File: src/shared/t16ba_pkg.sv
`default_nettype none
package t16ba_pkg;
  // Byte locations on the 8-bit bus (low byte even, high byte odd)
  localparam logic [3:0] ADDR_CNT_L  = 4'h0;
  localparam logic [3:0] ADDR_CNT_H  = 4'h1;
  localparam logic [3:0] ADDR_CMPA_L = 4'h2;
  localparam logic [3:0] ADDR_CMPA_H = 4'h3;
  localparam logic [3:0] ADDR_CMPB_L = 4'h4;
  localparam logic [3:0] ADDR_CMPB_H = 4'h5;
  localparam logic [3:0] ADDR_CMPC_L = 4'h6;
  localparam logic [3:0] ADDR_CMPC_H = 4'h7;
  localparam logic [3:0] ADDR_CAP_L  = 4'h8;
  localparam logic [3:0] ADDR_CAP_H  = 4'h9;
  // Counter landmarks
  localparam logic [15:0] CNT_BOTTOM = 16'h0000;
  localparam logic [15:0] CNT_MAX    = 16'hffff;
  localparam logic [15:0] TOP_8BIT   = 16'h00ff;
  localparam logic [15:0] TOP_9BIT   = 16'h01ff;
  localparam logic [15:0] TOP_10BIT  = 16'h03ff;
  localparam logic [15:0] RST_VALUE  = 16'h0000;
  localparam logic [7:0]  RST_BYTE   = 8'h00;
  // Source of the count limit
  typedef enum logic [2:0]
  {
    T16BA_TOP_MAX  = 3'h0,
    T16BA_TOP_8    = 3'h1,
    T16BA_TOP_9    = 3'h2,
    T16BA_TOP_10   = 3'h3,
    T16BA_TOP_CMPA = 3'h4,
    T16BA_TOP_CAP  = 3'h5
  } t16ba_top_sel_t;
  // Master sequencer states
  typedef enum logic [2:0]
  {
    T16BA_IDLE  = 3'b001,
    T16BA_FIRST = 3'b010,
    T16BA_SECND = 3'b100
  } t16ba_mst_st_t;
endpackage : t16ba_pkg
`default_nettype wire

File: src/shared/t16ba_bus_if.sv
`default_nettype none
interface t16ba_bus_if;
  logic [3:0] addr;
  logic [7:0] wdata;
  logic       wr;
  logic       rd;
  logic [7:0] rdata;
  modport dev (input addr, input wdata, input wr, input rd, output rdata);
  modport mst (output addr, output wdata, output wr, output rd, input rdata);
endinterface : t16ba_bus_if
`default_nettype wire

File: src/design/t16ba_timer.sv
`default_nettype none
module t16ba_timer
(
  input  wire logic                       clk,
  input  wire logic                       arst_n,
  t16ba_bus_if.dev                        bus,
  input  wire logic                       count_en,
  input  wire logic                       count_down,
  input  wire logic                       pwm_mode,
  input  wire t16ba_pkg::t16ba_top_sel_t  top_sel,
  input  wire logic                       capture_input_pin,
  input  wire logic                       capture_rising,
  input  wire logic [2:0]                 flag_clear,
  output logic [2:0]                      compare_match_flags,
  output logic                            capture_flag,
  output logic                            at_bottom,
  output logic                            at_max,
  output logic                            at_top,
  output logic                            pwm_a_allowed
);
  // ----------------------------------------------------------------
  // State
  // ----------------------------------------------------------------
  typedef struct packed
  {
    logic [15:0] count_value;
    logic [15:0] compare_value_a;
    logic [15:0] cmpa_buf;
    logic [15:0] cmpb;
    logic [15:0] cmpc;
    logic [15:0] capture_value;
    logic [7:0]  hold;
    logic [7:0]  rdata;
    logic [2:0]  flags;
    logic        cap_flag;
    logic        pin_s1;
    logic        pin_s2;
    logic        pin_s3;
    logic        bottom;
    logic        maxv;
    logic        top;
    logic        pwm_a;
  } t16ba_state_t;

  t16ba_state_t st_r;
  t16ba_state_t st_nxt;
  logic [15:0]  top_val;
  logic [15:0]  wr16;
  logic         cap_edge;
  logic         cmpa_is_top;

  // ----------------------------------------------------------------
  // Limit selection
  // ----------------------------------------------------------------
  always_comb
  begin
    case (top_sel)
      t16ba_pkg::T16BA_TOP_8:    top_val = t16ba_pkg::TOP_8BIT;
      t16ba_pkg::T16BA_TOP_9:    top_val = t16ba_pkg::TOP_9BIT;
      t16ba_pkg::T16BA_TOP_10:   top_val = t16ba_pkg::TOP_10BIT;
      t16ba_pkg::T16BA_TOP_CMPA: top_val = st_r.compare_value_a;
      t16ba_pkg::T16BA_TOP_CAP:  top_val = st_r.capture_value;
      default:                   top_val = t16ba_pkg::CNT_MAX;
    endcase
  end

  assign cmpa_is_top = (top_sel == t16ba_pkg::T16BA_TOP_CMPA);
  // Full word from shared holding byte plus written low byte
  assign wr16        = {st_r.hold, bus.wdata};
  // Edge seen only on synchronised samples, never on first stage
  assign cap_edge    = capture_rising ? (st_r.pin_s2 & ~st_r.pin_s3)
                                      : (~st_r.pin_s2 & st_r.pin_s3);

  // ----------------------------------------------------------------
  // Next state
  // ----------------------------------------------------------------
  always_comb
  begin
    st_nxt        = st_r;
    st_nxt.pin_s1 = capture_input_pin;
    st_nxt.pin_s2 = st_r.pin_s1;
    st_nxt.pin_s3 = st_r.pin_s2;

    // Counter: wrap at limit; bus write below overrides this
    if (count_en)
    begin
      if (count_down)
        st_nxt.count_value = (st_r.count_value == t16ba_pkg::CNT_BOTTOM)
                             ? top_val : st_r.count_value - 16'h0001;
      else
        st_nxt.count_value = (st_r.count_value == top_val)
                             ? t16ba_pkg::CNT_BOTTOM
                             : st_r.count_value + 16'h0001;
    end

    // In PWM mode the limit buffer moves to active register at bottom, so a
    // running limit never gets skipped past mid-period
    if (!cmpa_is_top || !pwm_mode)
      st_nxt.compare_value_a = st_r.cmpa_buf;
    else if (st_r.count_value == t16ba_pkg::CNT_BOTTOM)
      st_nxt.compare_value_a = st_r.cmpa_buf;

    // Capture only while capture register is not the limit
    if (cap_edge && top_sel != t16ba_pkg::T16BA_TOP_CAP)
    begin
      st_nxt.capture_value = st_r.count_value;
      st_nxt.cap_flag      = 1'b1;
    end
    // Capture flag is sticky: flag_clear reaches compare flags only,
    // so software must fetch capture_value before the next edge

    // Flags: clear first, then set so a same-cycle event wins
    st_nxt.flags = st_r.flags & ~flag_clear;
    if (st_r.count_value == st_r.compare_value_a)
      st_nxt.flags[0] = 1'b1;
    if (st_r.count_value == st_r.cmpb)
      st_nxt.flags[1] = 1'b1;
    if (st_r.count_value == st_r.cmpc)
      st_nxt.flags[2] = 1'b1;

    // Bus writes: high byte only fills holding register
    if (bus.wr)
    begin
      case (bus.addr)
        t16ba_pkg::ADDR_CNT_H,
        t16ba_pkg::ADDR_CMPA_H,
        t16ba_pkg::ADDR_CMPB_H,
        t16ba_pkg::ADDR_CMPC_H,
        t16ba_pkg::ADDR_CAP_H:  st_nxt.hold = bus.wdata;
        t16ba_pkg::ADDR_CNT_L:  st_nxt.count_value = wr16;
        t16ba_pkg::ADDR_CMPA_L: st_nxt.cmpa_buf = wr16;
        t16ba_pkg::ADDR_CMPB_L: st_nxt.cmpb = wr16;
        t16ba_pkg::ADDR_CMPC_L: st_nxt.cmpc = wr16;
        t16ba_pkg::ADDR_CAP_L:
          if (top_sel == t16ba_pkg::T16BA_TOP_CAP)
            st_nxt.capture_value = wr16;
        default: ;
      endcase
    end

    // Bus reads: data registered, answer one cycle after rd
    if (bus.rd)
    begin
      case (bus.addr)
        t16ba_pkg::ADDR_CNT_L:
        begin
          st_nxt.rdata = st_r.count_value[7:0];
          st_nxt.hold  = st_r.count_value[15:8];
        end
        t16ba_pkg::ADDR_CAP_L:
        begin
          st_nxt.rdata = st_r.capture_value[7:0];
          st_nxt.hold  = st_r.capture_value[15:8];
        end
        t16ba_pkg::ADDR_CNT_H,
        t16ba_pkg::ADDR_CAP_H:  st_nxt.rdata = st_r.hold;
        t16ba_pkg::ADDR_CMPA_L: st_nxt.rdata = st_r.cmpa_buf[7:0];
        t16ba_pkg::ADDR_CMPA_H: st_nxt.rdata = st_r.cmpa_buf[15:8];
        t16ba_pkg::ADDR_CMPB_L: st_nxt.rdata = st_r.cmpb[7:0];
        t16ba_pkg::ADDR_CMPB_H: st_nxt.rdata = st_r.cmpb[15:8];
        t16ba_pkg::ADDR_CMPC_L: st_nxt.rdata = st_r.cmpc[7:0];
        t16ba_pkg::ADDR_CMPC_H: st_nxt.rdata = st_r.cmpc[15:8];
        default:                st_nxt.rdata = t16ba_pkg::RST_BYTE;
      endcase
    end

    // Landmarks of the new count
    st_nxt.bottom = (st_nxt.count_value == t16ba_pkg::CNT_BOTTOM);
    st_nxt.maxv   = (st_nxt.count_value == t16ba_pkg::CNT_MAX);
    st_nxt.top    = (st_nxt.count_value == top_val);
    st_nxt.pwm_a  = !(pwm_mode && cmpa_is_top);
  end

  // ----------------------------------------------------------------
  // Registers
  // ----------------------------------------------------------------
  always_ff @(posedge clk or negedge arst_n)
  begin
    if (!arst_n)
    begin
      st_r        <= '0;
      st_r.bottom <= 1'b1;
      st_r.pwm_a  <= 1'b1;
    end
    else
      st_r <= st_nxt;
  end

  assign bus.rdata           = st_r.rdata;
  assign compare_match_flags = st_r.flags;
  assign capture_flag        = st_r.cap_flag;
  assign at_bottom           = st_r.bottom;
  assign at_max              = st_r.maxv;
  assign at_top              = st_r.top;
  assign pwm_a_allowed       = st_r.pwm_a;
endmodule : t16ba_timer
`default_nettype wire

File: src/flat_wrapper.sv
// flat-port wrapper written by rule: the top's interface ports become plain ports
module t16ba_timer_flat 
  (clk, arst_n, count_en, count_down, pwm_mode, top_sel, capture_input_pin, capture_rising, flag_clear, compare_match_flags, capture_flag, at_bottom, at_max, at_top, pwm_a_allowed, bus_addr, bus_wdata, bus_wr, bus_rd, bus_rdata);
  t16ba_bus_if bus_i ();
  input  wire logic clk;
  input  wire logic arst_n;
  input  wire logic count_en;
  input  wire logic count_down;
  input  wire logic pwm_mode;
  input  wire t16ba_pkg::t16ba_top_sel_t top_sel;
  input  wire logic capture_input_pin;
  input  wire logic capture_rising;
  input  wire logic [2:0] flag_clear;
  output logic [2:0] compare_match_flags;
  output logic capture_flag;
  output logic at_bottom;
  output logic at_max;
  output logic at_top;
  output logic pwm_a_allowed;
  input wire logic [$bits(bus_i.addr)-1:0] bus_addr;
  input wire logic [$bits(bus_i.wdata)-1:0] bus_wdata;
  input wire logic [$bits(bus_i.wr)-1:0] bus_wr;
  input wire logic [$bits(bus_i.rd)-1:0] bus_rd;
  output wire logic [$bits(bus_i.rdata)-1:0] bus_rdata;
  assign bus_i.addr = bus_addr;
  assign bus_i.wdata = bus_wdata;
  assign bus_i.wr = bus_wr;
  assign bus_i.rd = bus_rd;
  assign bus_rdata = bus_i.rdata;
  t16ba_timer u_core (.clk(clk), .arst_n(arst_n), .bus(bus_i), .count_en(count_en), .count_down(count_down), .pwm_mode(pwm_mode), .top_sel(top_sel), .capture_input_pin(capture_input_pin), .capture_rising(capture_rising), .flag_clear(flag_clear), .compare_match_flags(compare_match_flags), .capture_flag(capture_flag), .at_bottom(at_bottom), .at_max(at_max), .at_top(at_top), .pwm_a_allowed(pwm_a_allowed));
endmodule
File: config.mk
export PLATFORM = sky130hd
export DESIGN_NAME = t16ba_timer_flat
export DESIGN_NICKNAME = d
export VERILOG_FILES = /design/src/shared/t16ba_pkg.sv /design/src/shared/t16ba_bus_if.sv /design/src/design/t16ba_timer.sv /design/src/flat_wrapper.sv
export SDC_FILE = /design/constraint.sdc
export NUM_CORES = 1
export LEC_CHECK = 0
export BUFFER_PORTS_ARGS = -buffer_cell sky130_fd_sc_hd__buf_2
export CAP_MARGIN = 15
export CORE_MARGIN = 2
export CORE_UTILIZATION = 37
export CTS_CLUSTER_DIAMETER = 60
export DETAILED_ROUTE_END_ITERATION = 10
export SYNTH_ARGS = -nofsm -noshare
export SYNTH_HDL_FRONTEND = slang
export SYNTH_SLANG_ARGS = --single-unit
File: constraint.sdc
create_clock -name clk -period 3.49 [get_ports clk]
set_input_delay 0 -clock clk [delete_from_list [all_inputs] [get_ports clk]]
set_output_delay 0 -clock clk [all_outputs]
set_load 0.03 [all_outputs]
==> Word-level counts from Yosys, hierarchy flattened <==
Index checks and enable logic that the tools add are counted.
{ "totals": {"in_bits": 27, "output_inout_bits": 16, "word_cells": 82, "ff_bits": 123} }
{ "classes": {"bitwise_logic": 6, "add_sub_neg": 2, "reduce_logical": 15, "n_mux": 21, "eq_ne": 21} }
{ "ops": {"columns": ["cell", "n"], "rows": [
  ["16-bit 2-to-1 mux", 12],
  ["16-bit equality test", 5],
  ["16-bit one-hot mux with 5 select lines", 1],
  ["8-bit one-hot mux with 9 select lines", 1],
  ["16-bit logical NOT", 2],
  ["24-bit 2-to-1 mux", 1],
  ["16-bit by 1-bit adder with 16-bit output, second input constant", 1],
  ["16-bit equality test, second input constant", 1],
  ["4-bit by 3-bit equality test with 1-bit output, second input constant", 4],
  ["8-bit one-hot mux with 2 select lines", 1],
  ["16-bit by 1-bit subtractor with 16-bit output, second input constant", 1],
  ["4-bit by 2-bit equality test with 1-bit output, second input constant", 2],
  ["4-bit equality test, second input constant", 2],
  ["8-bit 2-to-1 mux", 1],
  ["3-bit by 2-bit equality test with 1-bit output, second input constant", 2],
  ["3-bit equality test, second input constant", 2],
  ["2-bit AND reduction", 3],
  ["5-bit OR reduction", 1],
  ["4-bit by 1-bit equality test with 1-bit output, second input constant", 1],
  ["4-bit logical NOT", 1],
  ["1-bit 2-to-1 mux", 4],
  ["3-bit bitwise AND", 1],
  ["3-bit by 1-bit equality test with 1-bit output, second input constant", 1],
  ["1-bit logical NOT", 3],
  ["8 further kinds", 11]
]} }

==> Logic depth before layout (Yosys ltp) <==
Gate-level depths: netlist of the first run.
{ "depth": {"word_depth": 10, "depth_mapped": 14, "mapped_depth_nobuf": 12} }

==> Worst setup path after synthesis of the first run <==
OpenSTA, ideal clock, no wires.
{ "synth_timing": {"path_type": "register to register", "startpoint": "register u_core.st_r[121] (netlist bit)", "endpoint": "register u_core.st_r (netlist bit u_core.at_top)", "t_required_ps": 3394, "path_slack_ps": 162, "path_stages_with_launch": 12, "setup_ps": 96, "arrival_time_ps": 3232, "n_path_buf": 1, "synth_period_minus_slack_ps": 3328, "path_cell_list": "dfrtp_1 clkbuf_1 or3_1 nand3_1 o21ai_0 or4_4 o41a_1 a221oi_1 xnor2_1 a31oi_1 or4_1 nor4_2"} }
{ "synth_rtl": {"columns": ["item", "line_no", "rtl"], "rows": [
  ["from (decl)", "t16ba_timer.sv:45", "t16ba_state_t st_r;"],
  ["from (signal assigned)", "t16ba_timer.sv:186", "st_r <= st_nxt;"]
]} }

==> metrics.txt, run 1 <==
clock slew at reported path FFs 0.07 ns; die area ~24,000 sq um; syn nets 965; I/O pin count 43; first-pass GRT wire length ~49,000 um; total CTS buffers 17; CP Class register to register; # port buffers 42; HPWL Detailed 23,620 um; Seq/Total Area, Yosys 0.3626; Post-Synthesis Cell Area 8494 sq um; flop and latch count out of synthesis 123; Iter 0 DRT Violations 908; CORE AREA 22,570 sq um; GRT Overall Usage 0.2717; Post-synth ARST share 1.000; Placer Congestion 0.9919; CTS tree yes; DRC viols 0; worst-case reg-to-reg path depth 11; Max VDD drop 327.0 uV; number of vias per cell 6.248; Worst Tran Pin Value 0.8764 ns; grt total ovfl 0; Final nets 1,049; Yosys cell types 79; final wirelength 32,480 um; Sink Count 123; Root Buffer clkbuf_16; crit path max fanout 5; initial antenna violation count 0; Critical Path AT 3.66 ns; top-area cell type share of the netlist area 0.3565; status finished, final reports clean; # rows 55; fraction of layout cells with a size suffix above 1 0.2510; power density over the cells 671.0 nW/um^2; 1st-pass router iterations 5; Hold Vio Cnt, Final 0; Avg Inst Size Synth 9.085 sq um; P_sw between 2000 and 3000 uW; Final Worst Setup Slack roughly 0.16 ns; vias in the first global route 7,916; Starting Density 0.3763; commonest cells after routing, fill and taps aside dfrtp_1 (121), buf_4 (90), nand2_1 (83); final setup fails 0; Req. time, crit path 3.82 ns; DRT antenna net count 0; Max Cap Violations 0; Max Slew Vio Count 0; slew margin rel. 0.4157; commonest register cell after synthesis dfrtp_1; clk_lat worst skew 0.43 ns; wire per inst 24.66 um; Die X 155.5 um; CP Cell Sequence mux2_2, a211oi_2, o22ai_1, or4_4, o41a_1, buf_4, nand2_2, a31oi_4, xor2_1, or4_1, nor4_2; leak pwr between 0.004 and 0.005 uW; fmax 300.5 MHz; Synth Instances between 900 and 1,000; Setup crit start kind register; hold path cells 3; commonest non-fill, non-tap cell in the layout dfrtp_1; clock skew 0.01353 ns; Clock Power Share 0.279; # diodes 0; H-tree depth 4; Yosys warning count 0; CTS Buffer Depth 2; FILL cells 2,195; largest cells by area after synthesis dfrtp_1 (36%), mux2_2 (9.3%), xor2_1 (4.8%); sw frac 0.4129; Post-synth EDFFs 0; cell taking the most area after synthesis dfrtp_1; Critical Path Sink Type register; area grow syn2layout 19.41%; min Tclk post-route 3.328 ns; fin crit share 0.9536; RSZ-0062 raised after global routing no; slowest CP cell or4_1; largest net degree at the start of global routing 95; combinational power share 0.371; Critical Path Max Stage Delay about 0.52 ns; vias 8,229; Min-Delay Path Class primary input to register; die height 155.5 um; Place WS 0.1072 ns; TNS Setup 0 ns; Pint approximately 4000 uW; Flop pwr share 0.349
==> worst max-delay path: cells and delay by family (launching register included) <==
family / cells / cell delay, ns
AND/OR/NAND/NOR: 4 / 1.34
AO/OA/AOI/OAI: 4 / 0.82
flip-flops: 1 / 0.42
multiplexers: 1 / 0.29
buffers and inverters: 1 / 0.18
XOR/XNOR: 1 / 0.18
==> power groups by stage <==
| stage | Sequential, uW | Clock [uW] | Combinational, uW |
|---|---|---|---|
| 2_1_floorplan | 2110 | 0 | 1640 |
| 3_3_place_gp | 2360 | 0 | 2430 |
| 3_5_place_dp | 2370 | 0 | 2440 |
| 4_1_cts | 2350 | 1920 | 2460 |
| 5_1_grt | 2410 | 1980 | 2700 |
| 6_report | 2380 | 1900 | 2530 |
==> layer usage <==
metal,vias up,track usage,part of all wire
li1,3619,-,-
met1,4038,0.3689,0.42
met2,464,0.4128,0.45
met3,108,0.05153,0.084
met4,0,0.1411,0.054
met5,-,0,0
==> registers in the layout, summed over array words and instances, names as in the netlist <==
name	count
u_core.compare_match_flags	3
u_core.capture_flag	1
u_core.pwm_a_allowed	1
u_core.bus.rdata	8
u_core.st_nxt	2
u_core.at_max	1
u_core.at_top	1
u_core.at_bottom	1
u_core.st_r	105
==> synth_stat cells (all sizes together), types with 8 or more instances <==
master,count
dfrtp,121
nand2,85
mux2,71
o21ai,69
nor2,63
clkbuf,49
xor2,47
a21oi,42
mux2i,39
buf,32
nand3,28
nor4,27
inv,19
nor3,18
xnor2,15
a22o,14
a221oi,13
nand2b,12
a31oi,11
and3,10
nand4,10
and2,9
nor2b,8
o22ai,8
==> cells by family after synthesis <==
| logic type | count (synthesis) | share of synthesized area |
|---|---|---|
| compound gates | 240 | 0.1965 |
| simple gates | 295 | 0.1743 |
| fa+ha+maj | 3 | 0.004419 |
| xor+xnor | 62 | 0.06393 |
| buf+inv | 101 | 0.05553 |
| flops | 123 | 0.3626 |
| mux | 111 | 0.1427 |
==> worst paths after layout <==
check | from | slack (ns) | end
hold reg to reg | u_core.st_nxt[5]$_DFF_PN0_ | 0.35 | u_core.st_nxt[4]$_DFF_PN0_
min in group asynchronous | arst_n | 0.24 | u_core.at_max$_DFF_PN0_
setup reg to reg | u_core.st_r[37]$_DFF_PN0_ | 0.16 | u_core.at_top$_DFF_PN0_
setup / recovery | u_core.st_r[37]$_DFF_PN0_ | 0.16 | u_core.at_top$_DFF_PN0_
hold / removal | bus_wr | 0.02 | u_core.st_r[72]$_DFFE_PN0P_
max in group asynchronous | arst_n | 2.40 | u_core.st_r[87]$_DFFE_PN0P_
==> timing repair <==
action                                  in CTS  in global routing
hold buffers                                14                  0
hold endpoints to repair                   112                  0
gates resized for setup                      0                  6
endpoints found under the setup margin       0                  3
buffers inserted                             0                  3
==> layout make-up <==
| type | instances | area [sq um] | area share |
|---|---|---|---|
| clock inverters | 14 | 176.4 | 0.01739 |
| well taps | 285 | 356.6 | 0.03515 |
| flip-flops and latches | 123 | 3080 | 0.3037 |
| repair buffers | 146 | 1032 | 0.1018 |
| multi-input cells | 711 | 4984 | 0.4913 |
| clock buffers | 18 | 439.2 | 0.04330 |
| inverters | 20 | 75.07 | 0.007401 |
==> per-stage QoR <==
step	total power, uW	hold slack [ns]	std cells	cell area (sq um)	util
finish	6807	0.02033	1317	10140	0.4494
global route	7079	0.03789	1317	10140	0.4494
CTS	6726	0.008652	1314	10100	0.4475
detailed placement	4805	0.1097	1268	9345	0.4140
global placement	4793	0.1104	1268	9345	0.4140
floorplan	3757	-0.2956	935	8494	-
Power figures use the tool's default switching activity.
==> inputs of run 2 (changes only) <==
BUFFER_PORTS_ARGS = unset   (was -buffer_cell sky130_fd_sc_hd__buf_2)
CORE_MARGIN = unset   (was 2)
DONT_BUFFER_PORTS = 1   (was unset)
==> metrics.txt, run 2 (synthesis gave the netlist of run 1 again) <==
1st-pass router iterations 5; R2R Path Start u_core.st_r[37]$_DFF_PN0_; vias a little over 8,000; initial antenna violation count 1; P_sw 2803 uW; max FFs per register 105; Critical Path AT 3.62 ns; die area 23,570 sq um; Critical Path Max Stage Delay 0.53 ns; # rows 55; fraction of layout cells with a size suffix above 1 0.2137; Max VDD drop ~320 uV; CTS Buffer Depth 2; Max Slew Vio Count 0; area grow syn2layout 17.93%; Req. time, crit path between 3 and 4 ns; Max Cap Violations 0; power density over the cells 673.6 nW/um^2; final setup fails 0; Power Total 6748 uW; sw frac 0.4154; clk_lat worst skew 0.43 ns; hold path startpoint bus_addr[3]; commonest non-fill, non-tap cell in the layout dfrtp_1; Min-Delay Path Class primary input to register; HPWL Detailed 23,520 um; clock slew at reported path FFs 0.07 ns; die height 153.5 um; DRT antenna net count 0; Worst Tran Pin Value 1.139 ns; Clock Power Share 0.272; Critical Path Sink Type register; WP buf/inv 1; CORE AREA 22,570 sq um; clock skew 0.01048 ns; area occupied by multi-input gates 5010 sq um; register area 3080 sq um; reg-to-reg critical path endpoint u_core.at_top$_DFF_PN0_; GRT Overall Usage 0.2948; DRC viols 0; status finished, final reports clean; Root Buffer clkbuf_16; Iter 0 DRT Violations 900; first-pass GRT wire length 51,220 um; Final nets between 1,000 and 1,500; commonest cells after routing, fill and taps aside dfrtp_1 (121), nand2_1 (82), buf_4 (76); hold endpoint u_core.bus.rdata[4]$_DFFE_PN0P_; Setup crit start kind register; slowest CP cell or4_1; worst reg-to-reg setup slack about 0.2 ns; crit path max fanout 5; FILL cells 2,214; CTS tree yes; Worst path top cell family by delay simple AND/OR/NAND/NOR gates; min Tclk post-route ~3.3 ns; combinational power share 0.380; Die X 153.5 um; RSZ-0062 raised after global routing no; largest net degree at the start of global routing roughly 120; worst-case reg-to-reg path depth 11; I/O pin count 43; Flop pwr share 0.348; wire per inst 26.54 um; Sink Count ~120; Hold Vio Cnt, Final 0; hold path cells 3; Placed Area 9066 sq um; Hold WS 0.007959 ns; slew margin rel. 0.2405; CP Cell Sequence mux2_2, a211oi_1, o22ai_1, or4_4, o41a_1, buf_4, nand2_2, a31oi_4, xor2_1, or4_1, nor4_2; Pint between 3000 and 4000 uW; vias in the first global route 7,823; H-tree depth 4; grt total ovfl 0; total CTS buffers 17; design area 10,020 sq um; fmax between 300 and 400 MHz; number of vias per cell 6.340; leak pwr 0.004115 uW; Placer Congestion 0.9902; fin crit share 0.9411; Starting Density 0.3763; final wirelength 33,920 um; Most flops, register u_core.st_r; # port buffers 0; CP Class register to register
[run 2: changes by cell type in the layout (fill, tap and decap cells not counted), sizes merged]
cell,before,now
clkinv,4,5
bufinv,2,1
dlygate4sd3,14,27
buf,132,78
diode,0,1
inv,27,28
[run 2: per-layer routing]
metal / share of wire / vias to the layer above / routed length (um) / global-route usage
li1: - / 3549 / - / -
met1: 0.41 / 3960 / 13760 / 0.3880
met2: 0.45 / 472 / 15320 / 0.4606
met3: 0.090 / 121 / 3046 / 0.05947
met4: 0.053 / 0 / 1795 / 0.1476
met5: 0 / - / 0 / 0
[run 2: per-stage QoR]
stage               setup WS, ns  setup TNS, ns    util  instances
floorplan                 0.1620              0       -        935
global placement        -0.01552       -0.01552  0.4017       1216
detailed placement       0.06461              0  0.4017       1216
CTS                      0.02708              0  0.4414       1276
global route             0.01693              0  0.4438       1278
finish                    0.2055              0  0.4438       1278
[run 2: area by class of cell]
cell class | count | area share
multi-input cells | 711 | 0.5001
flip-flops and latches | 123 | 0.3075
repair buffers | 106 | 0.08918
clock buffers | 17 | 0.04247
well taps | 285 | 0.03560
clock inverters | 15 | 0.01736
inverters | 20 | 0.007494
diodes | 1 | 0.0002498
[run 2: tightest hold or removal path, stage by stage]
cell      delay (ns)
a211oi_1        0.16
a221oi_1        0.09
a21oi_1         0.14
[run 2: worst max path at each step]
| stage | startpoint | to | slack, ns | depth (start not counted) |
|---|---|---|---|---|
| 2_1_floorplan | u_core.st_r[121]$_DFF_PN0_ | u_core.at_top$_DFF_PN0_ | 0.16 | 11 |
| 3_3_place_gp | u_core.st_r[112]$_DFF_PN0_ | u_core.at_max$_DFF_PN0_ | -0.02 | 10 |
| 3_5_place_dp | u_core.st_r[112]$_DFF_PN0_ | u_core.at_max$_DFF_PN0_ | 0.06 | 10 |
| 4_1_cts | u_core.st_r[113]$_DFF_PN0_ | u_core.at_max$_DFF_PN0_ | 0.03 | 10 |
| 5_1_grt | u_core.st_r[117]$_DFF_PN0_ | u_core.at_top$_DFF_PN0_ | 0.02 | 12 |
| 6_report | u_core.st_r[37]$_DFF_PN0_ | u_core.at_top$_DFF_PN0_ | 0.21 | 11 |
[run 2: power by group through the flow]
stage / combinational (uW) / sequential [uW] / clock [uW]
2_1_floorplan: 1640 / 2110 / 0
3_3_place_gp: 2380 / 2330 / 0
3_5_place_dp: 2380 / 2330 / 0
4_1_cts: 2480 / 2310 / 1850
5_1_grt: 2740 / 2380 / 1920
6_report: 2560 / 2350 / 1840
[run 2: repair_timing]
| action | in CTS | in global routing |
|---|---|---|
| hold buffers | 28 | 0 |
| resized for setup | 0 | 11 |
| setup endpoints to repair | 0 | 3 |
| hold endpoints to repair | 185 | 0 |
| setup buffers | 0 | 0 |
